## config.mk

```make
export PLATFORM = sky130hd
export DESIGN_NAME = edge_counter_blocks
export DESIGN_NICKNAME = d
export VERILOG_FILES = /design/src/common/edge_counter_pkg.sv /design/src/logic/rise_detect.sv /design/src/logic/edge_counter_blocks.sv
export SDC_FILE = /design/constraint.sdc
export NUM_CORES = 1
export LEC_CHECK = 0
export BUFFER_PORTS_ARGS = -buffer_cell sky130_fd_sc_hd__buf_4
export CORE_UTILIZATION = 31
export DETAILED_ROUTE_END_ITERATION = 7
export HOLD_SLACK_MARGIN = 0.15
export PLACE_DENSITY = 0.61
export SYNTH_ARGS = -nofsm -noshare
export SYNTH_HDL_FRONTEND = slang
export SYNTH_HIERARCHICAL = 1
export SYNTH_SLANG_ARGS = --single-unit
```

## constraint.sdc

```tcl
create_clock -name i_clock -period 3.6 [get_ports i_clock]
set_input_delay 0.36 -clock i_clock [delete_from_list [all_inputs] [get_ports i_clock]]
set_output_delay 0.36 -clock i_clock [all_outputs]
set_load 0.05 [all_outputs]
```

## src/common/edge_counter_pkg.sv

```systemverilog
// Operation
// [RL1] Up mode adds one to the current value per count-up rising edge.
// [RL2] Up block output is high while current value is at or above preset.
// [RL3] Up block wipe clears the current value and drops its output.
// [RL4] Up counting halts once the current value reaches the preset.
// [RL5] Down mode subtracts one, starting from preset, per count-down rising edge.
// [RL6] Down block output is high while current value equals zero.
// [RL7] Down block load resets it and copies the preset into the current value.
// [RL8] Down counting halts once the current value reaches zero.
// [RL9] Bidirectional block counts up on up edges, down on down edges; the code counts neither when both edges come in one scan.
// [RL10] Bidirectional upper-limit output is high while current value equals preset.
// [RL11] Bidirectional zero-reached output is high while current value equals zero.
// [RL12] Bidirectional load copies the preset into the current value.
// [RL13] Bidirectional wipe resets it and sets the current value to zero.
// [RL14] Bidirectional counting saturates at preset going up and zero going down.
// [RL15] Program must not give one counter number to two counter blocks.
// [RL16] Values are 16-bit signed; outputs are evaluated once per scan clock.
package edge_counter_pkg;
	localparam int VALUE_WIDTH = 16;
	localparam logic signed [15:0] VALUE_ZERO = 16'sh0000;
	localparam logic signed [15:0] VALUE_ONE = 16'sh0001;

	// Counting behaviour of the block bound to a counter number
	typedef enum logic [2:0] {
		MODE_UP = 3'h1,
		MODE_DOWN = 3'h2,
		MODE_BIDIR = 3'h4
	} count_mode_t;

	// Controls the program drives into the block
	typedef struct packed {
		logic count_up_input;
		logic count_down_input;
		logic preset_load_input;
		logic wipe_input;
		logic signed [15:0] preset_value;
	} counter_ctrl_t;

	// Results the program reads back
	typedef struct packed {
		logic signed [15:0] current_value;
		logic upper_limit_output;
		logic zero_reached_output;
	} counter_stat_t;
endpackage : edge_counter_pkg

```

## src/logic/rise_detect.sv

```systemverilog
`timescale 1ns/1ps
// Rising edge detector for the count inputs
module rise_detect (
	// Clock and reset
	input wire logic i_clock,
	input wire logic i_rst,
	// Level in, pulse out
	input wire logic i_level,
	output logic o_rise
);
	logic prev_q;

	// Previous sample; reset low so a level high at release counts once
	always_ff @(posedge i_clock) begin
		if (i_rst) begin
			prev_q <= 1'b0;
		end else begin
			prev_q <= i_level;
		end
	end

	assign o_rise = i_level & ~prev_q;
endmodule : rise_detect

```

## src/logic/edge_counter_blocks.sv

```systemverilog
`timescale 1ns/1ps
// Shared current value driven by up, down or bidirectional counter block
module edge_counter_blocks (
	// Clock and reset
	input wire logic i_clock,
	input wire logic i_rst,
	// Block selection and program controls
	input wire edge_counter_pkg::count_mode_t i_mode,
	input wire edge_counter_pkg::counter_ctrl_t i_ctrl,
	// Counter results
	output edge_counter_pkg::counter_stat_t o_stat
);
	logic signed [15:0] cv_q;
	logic signed [15:0] cv_d;
	logic up_q;
	logic zero_q;
	logic up_d;
	logic zero_d;
	logic up_rise;
	logic down_rise;

	// Edge detectors, bit 0 for count-up and bit 1 for count-down
	wire [1:0] count_level = {i_ctrl.count_down_input, i_ctrl.count_up_input};
	wire [1:0] count_rise;
	for (genvar g = 0; g < 2; g++) begin : g_edge
		rise_detect u_edge (
			.i_clock(i_clock),
			.i_rst(i_rst),
			.i_level(count_level[g]),
			.o_rise(count_rise[g])
		);
	end
	assign up_rise = count_rise[0];
	assign down_rise = count_rise[1];

	// Mode and saturation decode
	wire is_up = (i_mode == edge_counter_pkg::MODE_UP);
	wire is_down = (i_mode == edge_counter_pkg::MODE_DOWN);
	wire is_bidir = (i_mode == edge_counter_pkg::MODE_BIDIR);
	wire signed [15:0] pv = i_ctrl.preset_value;
	wire at_preset = (cv_q >= pv);
	wire at_zero = (cv_q <= edge_counter_pkg::VALUE_ZERO);
	wire signed [15:0] cv_inc = cv_q + edge_counter_pkg::VALUE_ONE;
	wire signed [15:0] cv_dec = cv_q - edge_counter_pkg::VALUE_ONE;
	wire do_inc = up_rise & ~at_preset & (is_up | (is_bidir & ~down_rise)); // RL4 RL14
	wire do_dec = down_rise & ~at_zero & (is_down | (is_bidir & ~up_rise)); // RL8 RL14

	// Wipe reaches up and bidirectional blocks only, load down and bidirectional only
	wire wipe_hit = (is_up | is_bidir) & i_ctrl.wipe_input;
	wire load_hit = (is_down | is_bidir) & i_ctrl.preset_load_input;

	// Zero compare shared by both zero flags
	function automatic logic value_is_zero(
		input logic signed [edge_counter_pkg::VALUE_WIDTH-1:0] v);
		return (v == edge_counter_pkg::VALUE_ZERO);
	endfunction : value_is_zero

	// Next current value; wipe beats load, both beat counting
	always_comb begin
		cv_d = cv_q;
		if (wipe_hit) begin
			cv_d = edge_counter_pkg::VALUE_ZERO; // RL3 RL13
		end else if (load_hit) begin
			cv_d = pv; // RL7 RL12
		end else if (do_inc) begin
			cv_d = cv_inc; // RL1 RL9
		end else if (do_dec) begin
			cv_d = cv_dec; // RL5 RL9
		end
	end

	// Output bits follow the new value, one evaluation per scan clock
	always_comb begin
		up_d = 1'b0;
		zero_d = 1'b0;
		if (is_up) begin
			up_d = (cv_d >= pv) & ~i_ctrl.wipe_input; // RL2 RL3
		end else if (is_down) begin
			zero_d = value_is_zero(cv_d); // RL6
		end else if (is_bidir) begin
			up_d = (cv_d == pv); // RL10
			zero_d = value_is_zero(cv_d); // RL11
		end
	end

	// Single store per counter number, so block types cannot clash
	always_ff @(posedge i_clock) begin
		if (i_rst) begin
			cv_q <= edge_counter_pkg::VALUE_ZERO;
			up_q <= 1'b0;
			zero_q <= 1'b0;
		end else begin
			cv_q <= cv_d; // RL16
			up_q <= up_d;
			zero_q <= zero_d;
		end
	end

	assign o_stat.current_value = cv_q;
	assign o_stat.upper_limit_output = up_q;
	assign o_stat.zero_reached_output = zero_q;
endmodule : edge_counter_blocks

```

Word level (Yosys, flattened, before mapping)
Index checks and enable logic that the tools add are counted.
- $lt $le $gt $ge: 3
- equality and inequality tests: 4
- bitwise gates (word level): 22
- multiplexer cells: 9
- add/sub/neg operators: 2
- reduce and logical (&&, ||, !) cells: 2
- operators by type and width (cell ; count):
    16-bit two-way mux ; 4
    16-bit >= comparator ; 2
    16-bit by 2-bit adder with 16-bit output (second input constant) ; 1
    16-bit == test ; 1
    16-bit by 1-bit less-or-equal comparator with 1-bit output (second input constant) ; 1
    16-bit logical NOT ; 1
    16-bit by 2-bit subtractor with 16-bit output (second input constant) ; 1
    1-bit AND ; 11
    1-bit inverter ; 7
    1-bit two-way mux ; 5
    1-bit OR ; 4
    3-bit by 1-bit == test with 1-bit output (second input constant) ; 1
    3-bit by 2-bit == test with 1-bit output (second input constant) ; 1
    3-bit == test (second input constant) ; 1
    2-bit OR reduction ; 1
- word-level logic and storage cells: 47
- output and inout bits: 18
- register bits: 20
- input bits: 25

Longest topological paths before layout
Gate-level depths: netlist (run 1).
- depth after elaboration: 14
- gate-level depth with buffers: 21
- depth with buffers taken out: 20

By module
Netlist (run 1), hierarchy kept.
- by module, submodules not included (module ; sequential area each (µm²) ; instances ; area each (µm²) ; cells each):
    edge_counter_blocks ; 360.3 ; 1 ; 2371.0 ; 316
    rise_detect ; 20.0 ; 2 ; 47.5 ; 3

Worst setup path after synthesis (run 1)
OpenSTA, ideal clock, no wires.
- path kind: register -> register
- from: reg cv_q[13]
- to: reg up_q
- path buffers: 1
- data required time: 3.486 ns
- data arrival time: 3.795 ns
- library setup time: 0.114 ns
- period minus slack after synthesis: 3.909 ns
- setup slack: -0.309 ns
- stages on the path, launching flop included: 19
- cell sequence: dfxtp_1 ha_1 a21o_1 a211o_1 nor3_1 a32o_1 buf_2 nand3_1 mux2_1 a221oi_1 inv_1 ha_1 o21ai_0 nand2b_1 a21oi_1 o21ai_0 a21oi_1 o21ai_0 a21o_1
- longest elaborated chain between the ends: 12
- elaborated cells on any way between the ends: 20
- those cells by class: 2 x add/sub; 3 x order compare; 1 x eq/ne; 7 x mux; 7 x bitwise
- RTL lines (element ; RTL line ; source):
    start, declared ; edge_counter_blocks.sv:13 ; logic signed [15:0] cv_q;
    start signal, assigned ; edge_counter_blocks.sv:89 ; cv_q <= edge_counter_pkg::VALUE_ZERO;
    start signal, assigned ; edge_counter_blocks.sv:93 ; cv_q <= cv_d;
    16-bit by 1-bit less-or-equal comparator with 1-bit output ; edge_counter_blocks.sv:42 ; wire at_zero = (cv_q <= edge_counter_pkg::VALUE_ZERO);
    1-bit inverter ; edge_counter_blocks.sv:46 ; wire do_dec = down_rise & ~at_zero & (is_down | (is_bidir & ~up_rise));
    1-bit AND (2 in a row) ; edge_counter_blocks.sv:46 ;
    16-bit two-way mux ; edge_counter_blocks.sv:67 ; end else if (do_dec) begin
    16-bit two-way mux (*) ; edge_counter_blocks.sv:65 ; end else if (do_inc) begin
    16-bit two-way mux (*) ; edge_counter_blocks.sv:63 ; end else if (load_hit) begin
    16-bit two-way mux (*) ; edge_counter_blocks.sv:61 ; if (wipe_hit) begin
    via cv_d[3] ; edge_counter_blocks.sv:14 ; logic signed [15:0] cv_d;
    parallel branches: the longest is 3 deep, another holds 16-bit >= comparator ; n/a ;
    1-bit two-way mux (*) ; edge_counter_blocks.sv:76 ; if (is_up) begin
    end signal, assigned ; edge_counter_blocks.sv:94 ; up_q <= up_d;
    end, declared ; edge_counter_blocks.sv:15 ; logic up_q;
Mark *: on every way through the listed nets, which the timed path passes.
A chain may end at the register's enable or synchronous reset.

Final worst setup path (run 1)
- from: reg cv_q[12]
- to: reg up_q
Same word-level chain as after synthesis.

==> results.py, run 1 <==
metrics = {
    "place": {
        "placed_area_um2": 3370,
        "dp_hpwl_mm": 6.87,
        "port-buffer-count": 42,
        "place_ws_ns": -0.210,
        "placedCellCount": 520,
        "gp_congestion": 0.936,
    },
    "clocking": {
        "clockBufferDepth": 2,
        "cts_buffers": 3,
        "cts_root_buf": "clkbuf_8",
        "insertion_delay_ns": 0.28,
        "cts_tree": "built",
        "clk_pin_slew_worst_paths_ns": 0.10,
        "htreeDepth": 1,
        "cts_num_sinks": 20,
    },
    "floorplan": {
        "io_pins": 43,
        "core_region_area_um2": 7730,
        "start_util_pct": 31.9,
        "fp.dieW_um": 91.2,
        "fp-row-count": 32,
        "die-height_um": 91.2,
        "die_area_um2": 8320,
    },
    "logic_synthesis": {
        "yosys_warnings": 6,
        "syn_area_per_cell_um2": 7.66,
        "synth-async-reset-ratio_pct": 0,
        "muxShareOfSynthArea_pct": 0.457,
        "synthAdderAreaFrac_pct": 17.3,
        "yosysTopAreaCell": "ha_1",
        "synth_area_leaders": "ha_1 17%, dfxtp_1 16%, inv_1 4.1%",
        "synth_simple_gate_area_share_pct": 32.0,
        "synth-seq-area-share_pct": 16.2,
        "yosysTopAreaCellShare_pct": 17.3,
        "syn_inst": 322,
        "synth-edff-count": 0,
        "syn_nets": 381,
        "syn_area_um2": 2470,
        "ys_types": 56,
        "synth_top_family_by_area": "simple AND/OR/NAND/NOR gates",
        "synth_xor_area_share_pct": 3.20,
        "synth-seq-cells": 20,
        "synth-compound-area-share_pct": 24.3,
        "synth-main-ff-cell": "dfxtp_1",
    },
    "layout": {
        "final_nets": 488,
        "layout.cells.non_filler": 530,
        "diodes": 0,
        "stdcell_area_um2": 3740,
        "drive_gt1_share_pct": 40.2,
        "layout_commonest_cell": "buf_4",
        "area_delta_synth_final_pct": 51.6,
        "layout_common_cells": "112 x buf_4, 29 x ha_1, 27 x inv_1",
    },
    "route": {
        "vias": 3030,
        "wire_per_inst_um": 17.2,
        "drcViolationCount": 0,
        "route.antenna.remaining_nets": 0,
        "drtIter0Drc": 225,
        "viasPerCell": 5.72,
        "dr.pass1.iters": 5,
        "wl_mm": 9.12,
    },
    "worst_setup_path": {
        "cp-endpoint": "up_q",
        "crit_fanout": 6,
        "crit_arrival_ns": 3.69,
        "worstPathCellList": "buf_4 > or4_4 > nor4_4 > a21oi_4 > a21oi_2 > nand2_1 > a31oi_4 > ha_1 > nor2b_1 > o21a_1 > o21ai_2 > nand2b_1 > a21oi_2 > o21ai_0 > a21oi_1 > o21ai_1 > a21o_1",
        "cp_num_cells": 17,
        "crit_top_cell": "a21oi_2",
        "critPathKind": "flip-flop to flip-flop",
        "crit_family": "compound AO/OA/AOI/OAI gates",
        "startpoint": "cv_q[12]",
        "critPathMaxStageDelay_ns": 0.57,
        "path_buf_inv": 1,
        "end_kind": "flip-flop",
        "ff2ff_path_depth": 17,
        "r2r-end": "up_q",
        "r2r_setup_slack_ns": 0.09,
        "crit_required_ns": 3.78,
        "regToRegStartpoint": "cv_q[12]",
        "critPathLaunchType": "flip-flop",
        "critPathSlowestCell": "or4_4",
    },
    "timing": {
        "slew_viol_final": 0,
        "clock.fmax_mhz": 285,
        "hold_slack_ns": 0.315,
        "max-slew-margin-rel_pct": 44.5,
        "finalClockSkew_ns": 0.00858,
        "hold_violations": 0,
        "fin_crit_sh_pct": 97.5,
        "worst_pin_slew_ns": 0.830,
        "fin_crit_ns": 3.51,
        "setup_viol": 0,
        "finalSetupTns_ns": 0,
        "layout_setup_ws_ns": 0.0901,
    },
    "flow_run": {
        "drv_cap": 0,
    },
    "worst_hold_path": {
        "min_path_type": "input pin to flip-flop",
    },
    "global_route": {
        "grt_use_total_pct": 21.5,
        "grt_max_degree": 22,
        "antenna_found_initial": 0,
        "grt_pass1_wl_mm": 14.3,
        "first_global_vias": 2994,
        "grt_overflow": 0,
    },
    "power_and_ir_drop": {
        "p_per_area_nw_per_um2": 281,
        "vdd_drop_max_uv": 150,
        "p_leak_nw": 1.79,
    },
    "status": {
        "status": "complete, no violations",
    },
}
-- flip-flops by register name, indices dropped and copies added (netlist names) --
name and flops:
cv_q 16, zero_q 1, up_q 1, g_edge.u_edge/prev_q 2
-- synthesized netlist by cell type, drive strengths merged (9+ instances only) --
| cell type | number |
|---|---|
| nor2b | 14 |
| nand4 | 11 |
| inv | 27 |
| o21ai | 11 |
| a21oi | 19 |
| nand3 | 15 |
| ha | 34 |
| nor3 | 10 |
| a31oi | 9 |
| a21o | 10 |
| nand2 | 16 |
| dfxtp | 20 |
| nor2 | 23 |
| and3 | 9 |
-- cells by family (layout without fill, tap and decap cells) --
group                      count (synthesis)  in the layout
and+or+nand+nor                          134            134
AOI/OAI and AO/OA                         84             84
buffers and inverters                     40            146
adders and majority gates                 34             34
DFF                                       20             20
xor gates and xnor gates                   9              9
muxes                                      1              1
-- metrics by stage --
step	power, mW	utilization [%]
after floorplan	0.527	-
after global placement	0.727	43.6
after detailed placement	0.734	43.6
after CTS	0.984	44.5
after global routing	1.11	48.4
final	1.05	48.4
-- report_power, final --
part | leakage (nW) | switching (mW) | internal, mW
registers | 0.168 | 0.00980 | 0.235
clock network | 0.0357 | 0.0973 | 0.149
logic | 1.59 | 0.309 | 0.252
total | 1.79 | 0.416 | 0.636
-- timing repair --
| action | CTS | global route |
|---|---|---|
| hold buffers | 0 | 0 |
| setup endpoints to repair | 1 | 1 |
| gates cloned | 0 | 0 |
| pin swaps | 0 | 25 |
| buffers inserted | 0 | 6 |
| resized for setup | 1 | 42 |
-- layer usage --
layer	vias up	GRT usage [%]	routed length, µm
met2	149	36.0	4430
met4	0	8.60	250
met1	1435	28.2	3850
li1	1421	-	-
met5	-	0	0
met3	25	2.01	593
-- worst min-delay path by stage --
stage,startpoint,end,slack (ns),cells past startpoint
6_report,i_ctrl[19],g_edge[0].u_edge/prev_q,0.31,2
5_1_grt,i_ctrl[18],g_edge[1].u_edge/prev_q,0.32,2
4_1_cts,i_ctrl[19],g_edge[0].u_edge/prev_q,0.31,2
3_5_place_dp,i_ctrl[19],g_edge[0].u_edge/prev_q,0.60,2
3_3_place_gp,i_ctrl[19],g_edge[0].u_edge/prev_q,0.59,2
2_1_floorplan,i_rst,g_edge[0].u_edge/prev_q,0.42,1
-- area by class of cell --
cell class	count	area (µm²)
sequential	20	415
clock buffer	3	41.3
inverter	27	101
fill	747	3990
multi-input combinational	262	2140
timing repair buffer	115	883
clock inverter	1	30.0
tap	102	128
(Power assumes the default switching activity.)
==> run 2, diff against run 1 <==
--- a/config.mk
+++ b/config.mk
@@ -12,5 +12,4 @@
 export PLACE_DENSITY = 0.61
 export SYNTH_ARGS = -nofsm -noshare
 export SYNTH_HDL_FRONTEND = slang
-export SYNTH_HIERARCHICAL = 1
 export SYNTH_SLANG_ARGS = --single-unit
==> run 2 against run 1 <==
The run now ends with setup timing left. Count of clock-buffer cells in the layout rose by 1. Cell count rose by 24%. Hold slack got worse by 0.0051 ns. Fmax fell by 12%. Die area increased by 11%. Critical path type unchanged. Critical endpoint unchanged.
==> results.py, run 2 <==
metrics = {
    "status": {
        "status": "complete, but fails checks",
        "failed_checks": "setup timing",
    },
    "worst_setup_path": {
        "critPathLaunchType": "flip-flop",
        "crit_fanout": 4,
        "crit_arrival_ns": 4.18,
        "end_kind": "flip-flop",
        "critPathKind": "flip-flop to flip-flop",
        "crit_required_ns": 3.78,
    },
    "place": {
        "place_ws_ns": -0.641,
        "gp_congestion": 1.00,
        "placedCellCount": 631,
        "dp_hpwl_mm": 9.31,
        "port-buffer-count": 42,
        "placed_area_um2": 4120,
    },
    "logic_synthesis": {
        "synth_area_leaders": "ha_1 16%, dfxtp_1 15%, nand2_1 5.1%",
        "syn_area_per_cell_um2": 7.32,
        "synth_top_cells_by_count": "37 x nand2_1, 34 x ha_1, 31 x nor2_1",
        "yosys_warnings": 0,
        "yosysTopAreaCell": "ha_1",
        "synth-seq-cells": 20,
        "ys_types": 63,
        "synth-async-reset-ratio_pct": 0,
        "syn_area_um2": 2730,
        "yosysTopAreaCellShare_pct": 15.6,
        "synth.most_common_cell": "nand2_1",
        "synth-main-ff-cell": "dfxtp_1",
        "syn_nets": 432,
        "synth-seq-area-share_pct": 14.7,
        "syn_inst": 373,
        "synth-edff-count": 0,
    },
    "floorplan": {
        "die_area_um2": 9190,
        "core_region_area_um2": 8380,
        "fp-row-count": 33,
        "io_pins": 43,
        "die-height_um": 95.9,
        "start_util_pct": 32.6,
        "fp.dieW_um": 95.9,
    },
    "global_route": {
        "grt_use_total_pct": 26.6,
        "grt_overflow": 0,
        "first_global_vias": 3601,
        "grt_pass1_wl_mm": 18.4,
        "antenna_found_initial": 0,
        "grt_max_degree": 17,
    },
    "route": {
        "wire_per_inst_um": 18.1,
        "vias": 3743,
        "route.antenna.remaining_nets": 0,
        "viasPerCell": 5.69,
        "drtIter0Drc": 232,
        "drcViolationCount": 0,
        "wl_mm": 11.9,
        "dr.pass1.iters": 5,
    },
    "layout": {
        "largest_register_ffs": 16,
        "drive_gt1_share_pct": 45.9,
        "diodes": 0,
        "final_nets": 613,
        "stdcell_area_um2": 4630,
        "layout_common_cells": "173 x buf_4, 35 x nand2_1, 28 x ha_1",
        "layout.cells.non_filler": 658,
        "reg_top3": "cv_q x16, g_edge.u_edge.prev_q x2",
        "area_delta_synth_final_pct": 69.7,
        "top_register": "cv_q",
        "layout_commonest_cell": "buf_4",
    },
    "timing": {
        "setup_viol": 3,
        "fin_crit_ns": 4.00,
        "hold_slack_ns": 0.309,
        "finalClockSkew_ns": 0.00763,
        "worst_pin_slew_ns": 0.933,
        "hold_violations": 0,
        "rsz0062_at_grt": "yes",
        "fin_crit_sh_pct": 111,
        "max-slew-margin-rel_pct": 37.5,
        "slew_viol_final": 0,
        "clock.fmax_mhz": 250,
        "layout_setup_ws_ns": -0.404,
    },
    "clocking": {
        "cts_buffers": 3,
        "cts_tree": "built",
        "cts_root_buf": "clkbuf_8",
        "holdBufCountCts": 0,
        "cts_num_sinks": 20,
        "clockBufferDepth": 2,
        "clk_pin_slew_worst_paths_ns": 0.10,
        "insertion_delay_ns": 0.27,
        "htreeDepth": 1,
    },
    "power_and_ir_drop": {
        "vdd_drop_max_uv": 172,
        "p_leak_nw": 2.23,
        "p_per_area_nw_per_um2": 235,
    },
    "worst_hold_path": {
        "min_path_type": "input pin to flip-flop",
    },
    "flow_run": {
        "drv_cap": 0,
    },
}
==> run 2: cell types whose count changed after synthesis, moves of 6 or more <==
cell,delta
nand2_1,+21
o21a_1,+6
nor2_1,+8
nand3_1,+7
nor4_1,-6
==> run 2: stage by stage <==
stage | power [mW] | utilization [%] | setup TNS, ns
global placement | 0.790 | 49.1 | -0.777
global route | 1.15 | 55.3 | -1.03
CTS | 1.04 | 53.8 | -0.463
floorplan | 0.537 | - | -0.339
finish | 1.09 | 55.3 | -0.594
detailed placement | 0.796 | 49.1 | -0.839
==> run 2: worst max-delay path: stages, from the launching register on <==
cell and delay, ns:
dfxtp_2 0.34, buf_4 0.15, or3_1 0.45, buf_4 0.18, nor4b_1 0.75, nand2_1 0.26
o211ai_1 0.23, a31o_2 0.13, o311ai_1 0.17, ha_1 0.38, nand4_1 0.10, nor2_2 0.17
nand3_1 0.11, nand3_1 0.11, a21oi_2 0.04, a2111oi_2 0.33
==> run 2: kinds of logic (layout without fill, tap and decap cells) <==
family / count (synthesis) / after routing / share of synthesized area, %
muxes: 7 / 7 / 2.66
and+or+nand+nor: 177 / 177 / 35.2
DFF: 20 / 20 / 14.7
adders and majority gates: 34 / 34 / 15.6
AOI/OAI and AO/OA: 97 / 97 / 26.1
buffers and inverters: 36 / 216 / 5.22
xor gates and xnor gates: 2 / 2 / 0.641
==> run 2: timing repair <==
action	CTS	global route
setup buffers	20	3
endpoints found under the setup margin	1	3
gates resized for setup	33	27
pin swaps	17	3
gates cloned	0	0
==> run 2: final timing paths <==
| check | slack, ns | end | startpoint | depth (start not counted) |
|---|---|---|---|---|
| setup / recovery | -0.40 | up_q | cv_q[15] | 15 |
| hold / removal | 0.31 | g_edge[0].u_edge.prev_q | i_ctrl[19] | 2 |
| setup reg to reg | -0.40 | up_q | cv_q[15] | 15 |
| hold reg to reg | 0.79 | cv_q[6] | cv_q[6] | 3 |
==> run 2: power breakdown <==
part	internal [mW]	leakage (nW)	switching, mW
Combinational	0.322	2.03	0.348
Clock	0.0791	0.0228	0.0922
Sequential	0.236	0.171	0.0103
Total	0.637	2.23	0.451
==> run 2: per-layer routing <==
layer / vias to the layer above / part of all wire, % / track usage (%)
li1: 1771 / - / -
met1: 1737 / 44 / 35.8
met3: 38 / 8.1 / 3.32
met5: - / 0 / 0
met2: 197 / 44 / 42.5
met4: 0 / 4.3 / 11.4
==> run 2: layout make-up <==
cell class | instances | area [µm²]
Clock buffer | 4 | 45.0
Fill cell | 784 | 3750
Inverter | 25 | 93.8
Multi-Input combinational cell | 317 | 2480
Sequential cell | 20 | 428
Tap cell | 105 | 131
Timing Repair Buffer | 187 | 1460
==> run 3, diff against run 2 <==
--- a/config.mk
+++ b/config.mk
@@ -6,10 +6,13 @@
 export NUM_CORES = 1
 export LEC_CHECK = 0
 export BUFFER_PORTS_ARGS = -buffer_cell sky130_fd_sc_hd__buf_4
+export CORE_MARGIN = 1
 export CORE_UTILIZATION = 31
+export CTS_CLUSTER_DIAMETER = 40
 export DETAILED_ROUTE_END_ITERATION = 7
 export HOLD_SLACK_MARGIN = 0.15
 export PLACE_DENSITY = 0.61
+export SETUP_SLACK_MARGIN = 0.3
 export SYNTH_ARGS = -nofsm -noshare
 export SYNTH_HDL_FRONTEND = slang
 export SYNTH_SLANG_ARGS = --single-unit
==> run 3 against run 2 <==
The run still ends with setup timing left. Count of clock-buffer cells in the layout unchanged. First-iteration DRC count down 10%. Setup slack better by 0.063 ns. Non-clock buffer count unchanged. Clock skew about the same. Fmax up 1.6%. Combinational power about the same. Routed wire length up 0.31%. Die area unchanged. Sequential power about the same. Utilization up 0.18 points. Flip-flop and latch count unchanged. Critical path type unchanged. Largest cell class unchanged. Largest power group unchanged.
==> results.py, run 3 (synthesis results as in run 2) <==
metrics = {
    "route": {
        "route.antenna.remaining_nets": 0,
        "drtIter0Drc": 208,
        "vias": 3691,
        "drcViolationCount": 0,
        "viasPerCell": 5.61,
        "dr.pass1.iters": 5,
        "wl_mm": 11.9,
        "wire_per_inst_um": 18.1,
    },
    "flow_run": {
        "drv_cap": 0,
    },
    "worst_setup_path": {
        "crit_family": "compound AO/OA/AOI/OAI gates",
        "critPathMaxStageDelay_ns": 0.34,
        "worstPathCellList": "ha_4 > nand4_4 > buf_6 > nor4_4 > buf_6 > a211oi_4 > buf_4 > a21oi_4 > o211a_1 > nor2_2 > a211oi_2 > ha_1 > nor2b_1 > o21a_1 > o21a_1 > o21a_1 > o21a_1 > o21a_1 > o21a_1 > o21ai_2 > a2111oi_2",
        "crit_top_cell": "o21a_1",
        "crit_required_ns": 3.76,
        "path_buf_inv": 3,
        "critPathSlowestCell": "dfxtp_2",
        "critPathKind": "flip-flop to flip-flop",
        "crit_fanout": 7,
        "critPathLaunchType": "flip-flop",
        "end_kind": "flip-flop",
        "crit_arrival_ns": 4.10,
    },
    "clocking": {
        "clockBufferDepth": 2,
        "cts_num_sinks": 20,
        "cts_root_buf": "clkbuf_8",
        "htreeDepth": 1,
        "cts_tree": "built",
        "clk_pin_slew_worst_paths_ns": 0.10,
        "insertion_delay_ns": 0.27,
        "cts_buffers": 3,
    },
    "timing": {
        "setup_viol": 2,
        "worst_pin_slew_ns": 0.973,
        "finalSetupTns_ns": -0.481,
        "clock.fmax_mhz": 254,
        "max-slew-margin-rel_pct": 34.9,
        "fin_crit_ns": 3.94,
        "finalClockSkew_ns": 0.00736,
        "rsz0062_at_grt": "yes",
        "layout_setup_ws_ns": -0.341,
        "fin_crit_sh_pct": 109,
        "slew_viol_final": 0,
        "hold_violations": 0,
    },
    "status": {
        "status": "complete, but fails checks",
        "failed_checks": "setup timing",
    },
    "global_route": {
        "grt_use_total_pct": 26.8,
        "first_global_vias": 3634,
        "grt_overflow": 0,
        "grt_max_degree": 17,
        "antenna_found_initial": 0,
        "grt_pass1_wl_mm": 18.5,
    },
    "layout": {
        "fill_cells": 779,
        "layout_common_cells": "173 x buf_4, 35 x nand2_1, 28 x ha_1",
        "final_nets": 613,
        "regArea_um2": 428,
        "area_delta_synth_final_pct": 70.2,
        "layout_commonest_cell": "buf_4",
        "reg_top3": "cv_q x16, g_edge.u_edge.prev_q x2",
        "diodes": 0,
        "top_register": "cv_q",
        "drive_gt1_share_pct": 46.7,
        "largest_register_ffs": 16,
        "multiInputGateArea_um2": 2490,
    },
    "floorplan": {
        "fp.dieW_um": 95.9,
        "fp-row-count": 33,
        "die-height_um": 95.9,
        "start_util_pct": 32.6,
        "io_pins": 43,
        "core_region_area_um2": 8380,
        "die_area_um2": 9190,
    },
    "worst_hold_path": {
        "min_path_type": "input pin to flip-flop",
    },
    "power_and_ir_drop": {
        "seqPwrFrac_pct": 22.6,
        "p_sw_uw": 453,
        "swShare_pct": 41.5,
        "p_total_mw": 1.09,
        "p_leak_nw": 2.23,
        "internal-power_uw": 638,
        "pwr-share-clk_pct": 15.8,
        "p_per_area_nw_per_um2": 235,
        "vdd_drop_max_uv": 179,
        "combPwrFrac_pct": 61.7,
    },
    "place": {
        "place_ws_ns": -0.641,
        "dp_hpwl_mm": 9.31,
        "gp_congestion": 1.00,
        "port-buffer-count": 42,
    },
}
## run 3: area by class of cell
class,count,area share [%]
inverters,25,2.02
repair buffers,187,31.3
clock buffers,4,0.969
well taps,105,2.83
flip-flops and latches,20,9.20
multi-input cells,317,53.7
## run 3: what timing repair did
item                                    in CTS  in global routing
setup buffers                               21                  2
pin swaps                                   18                  5
hold buffers                                 0                  0
gates resized for setup                     38                 25
endpoints found under the hold margin        0                  0
endpoints found under the setup margin       2                  3
## run 3: layer usage
layer / share of wire [%] / GRT usage [%]
met5: 0 / 0
met4: 4.2 / 10.9
met3: 8.0 / 3.55
met2: 44 / 43.2
met1: 44 / 35.8
## run 3: power by group through the flow
stage | Sequential [mW] | Clock, mW | Combinational [mW]
detailed placement | 0.250 | 0 | 0.545
CTS | 0.246 | 0.173 | 0.630
floorplan | 0.301 | 0 | 0.236
global route | 0.248 | 0.182 | 0.720
finish | 0.246 | 0.172 | 0.673
global placement | 0.250 | 0 | 0.540
## run 3: final timing paths
kind,startpoint,to,slack (ns),depth (start not counted)
worst max-delay path,cv_q[15],up_q,-0.34,21
worst min-delay path,i_ctrl[19],g_edge[0].u_edge.prev_q,0.31,2
worst max register to register,cv_q[15],up_q,-0.34,21
worst min register to register,cv_q[6],cv_q[6],0.78,3
## run 3: worst register-to-register path, delay by kind of cell, from the launching register on
family	cells	cell delay, ns
compound gates	12	1.84
fa+ha+maj	2	0.56
buf+inv	3	0.52
flops	1	0.34
simple gates	4	0.56
## run 3: per-stage QoR
| step | utilization [%] | hold slack (ns) | instances | instance area (µm²) |
|---|---|---|---|---|
| floorplan | - | 0.420 | 373 | 2810 |
| global placement | 49.1 | 0.588 | 631 | 4120 |
| detailed placement | 49.1 | 0.595 | 631 | 4120 |
| CTS | 54.1 | 0.311 | 656 | 4540 |
| global route | 55.5 | 0.306 | 658 | 4650 |
| finish | 55.5 | 0.309 | 658 | 4650 |
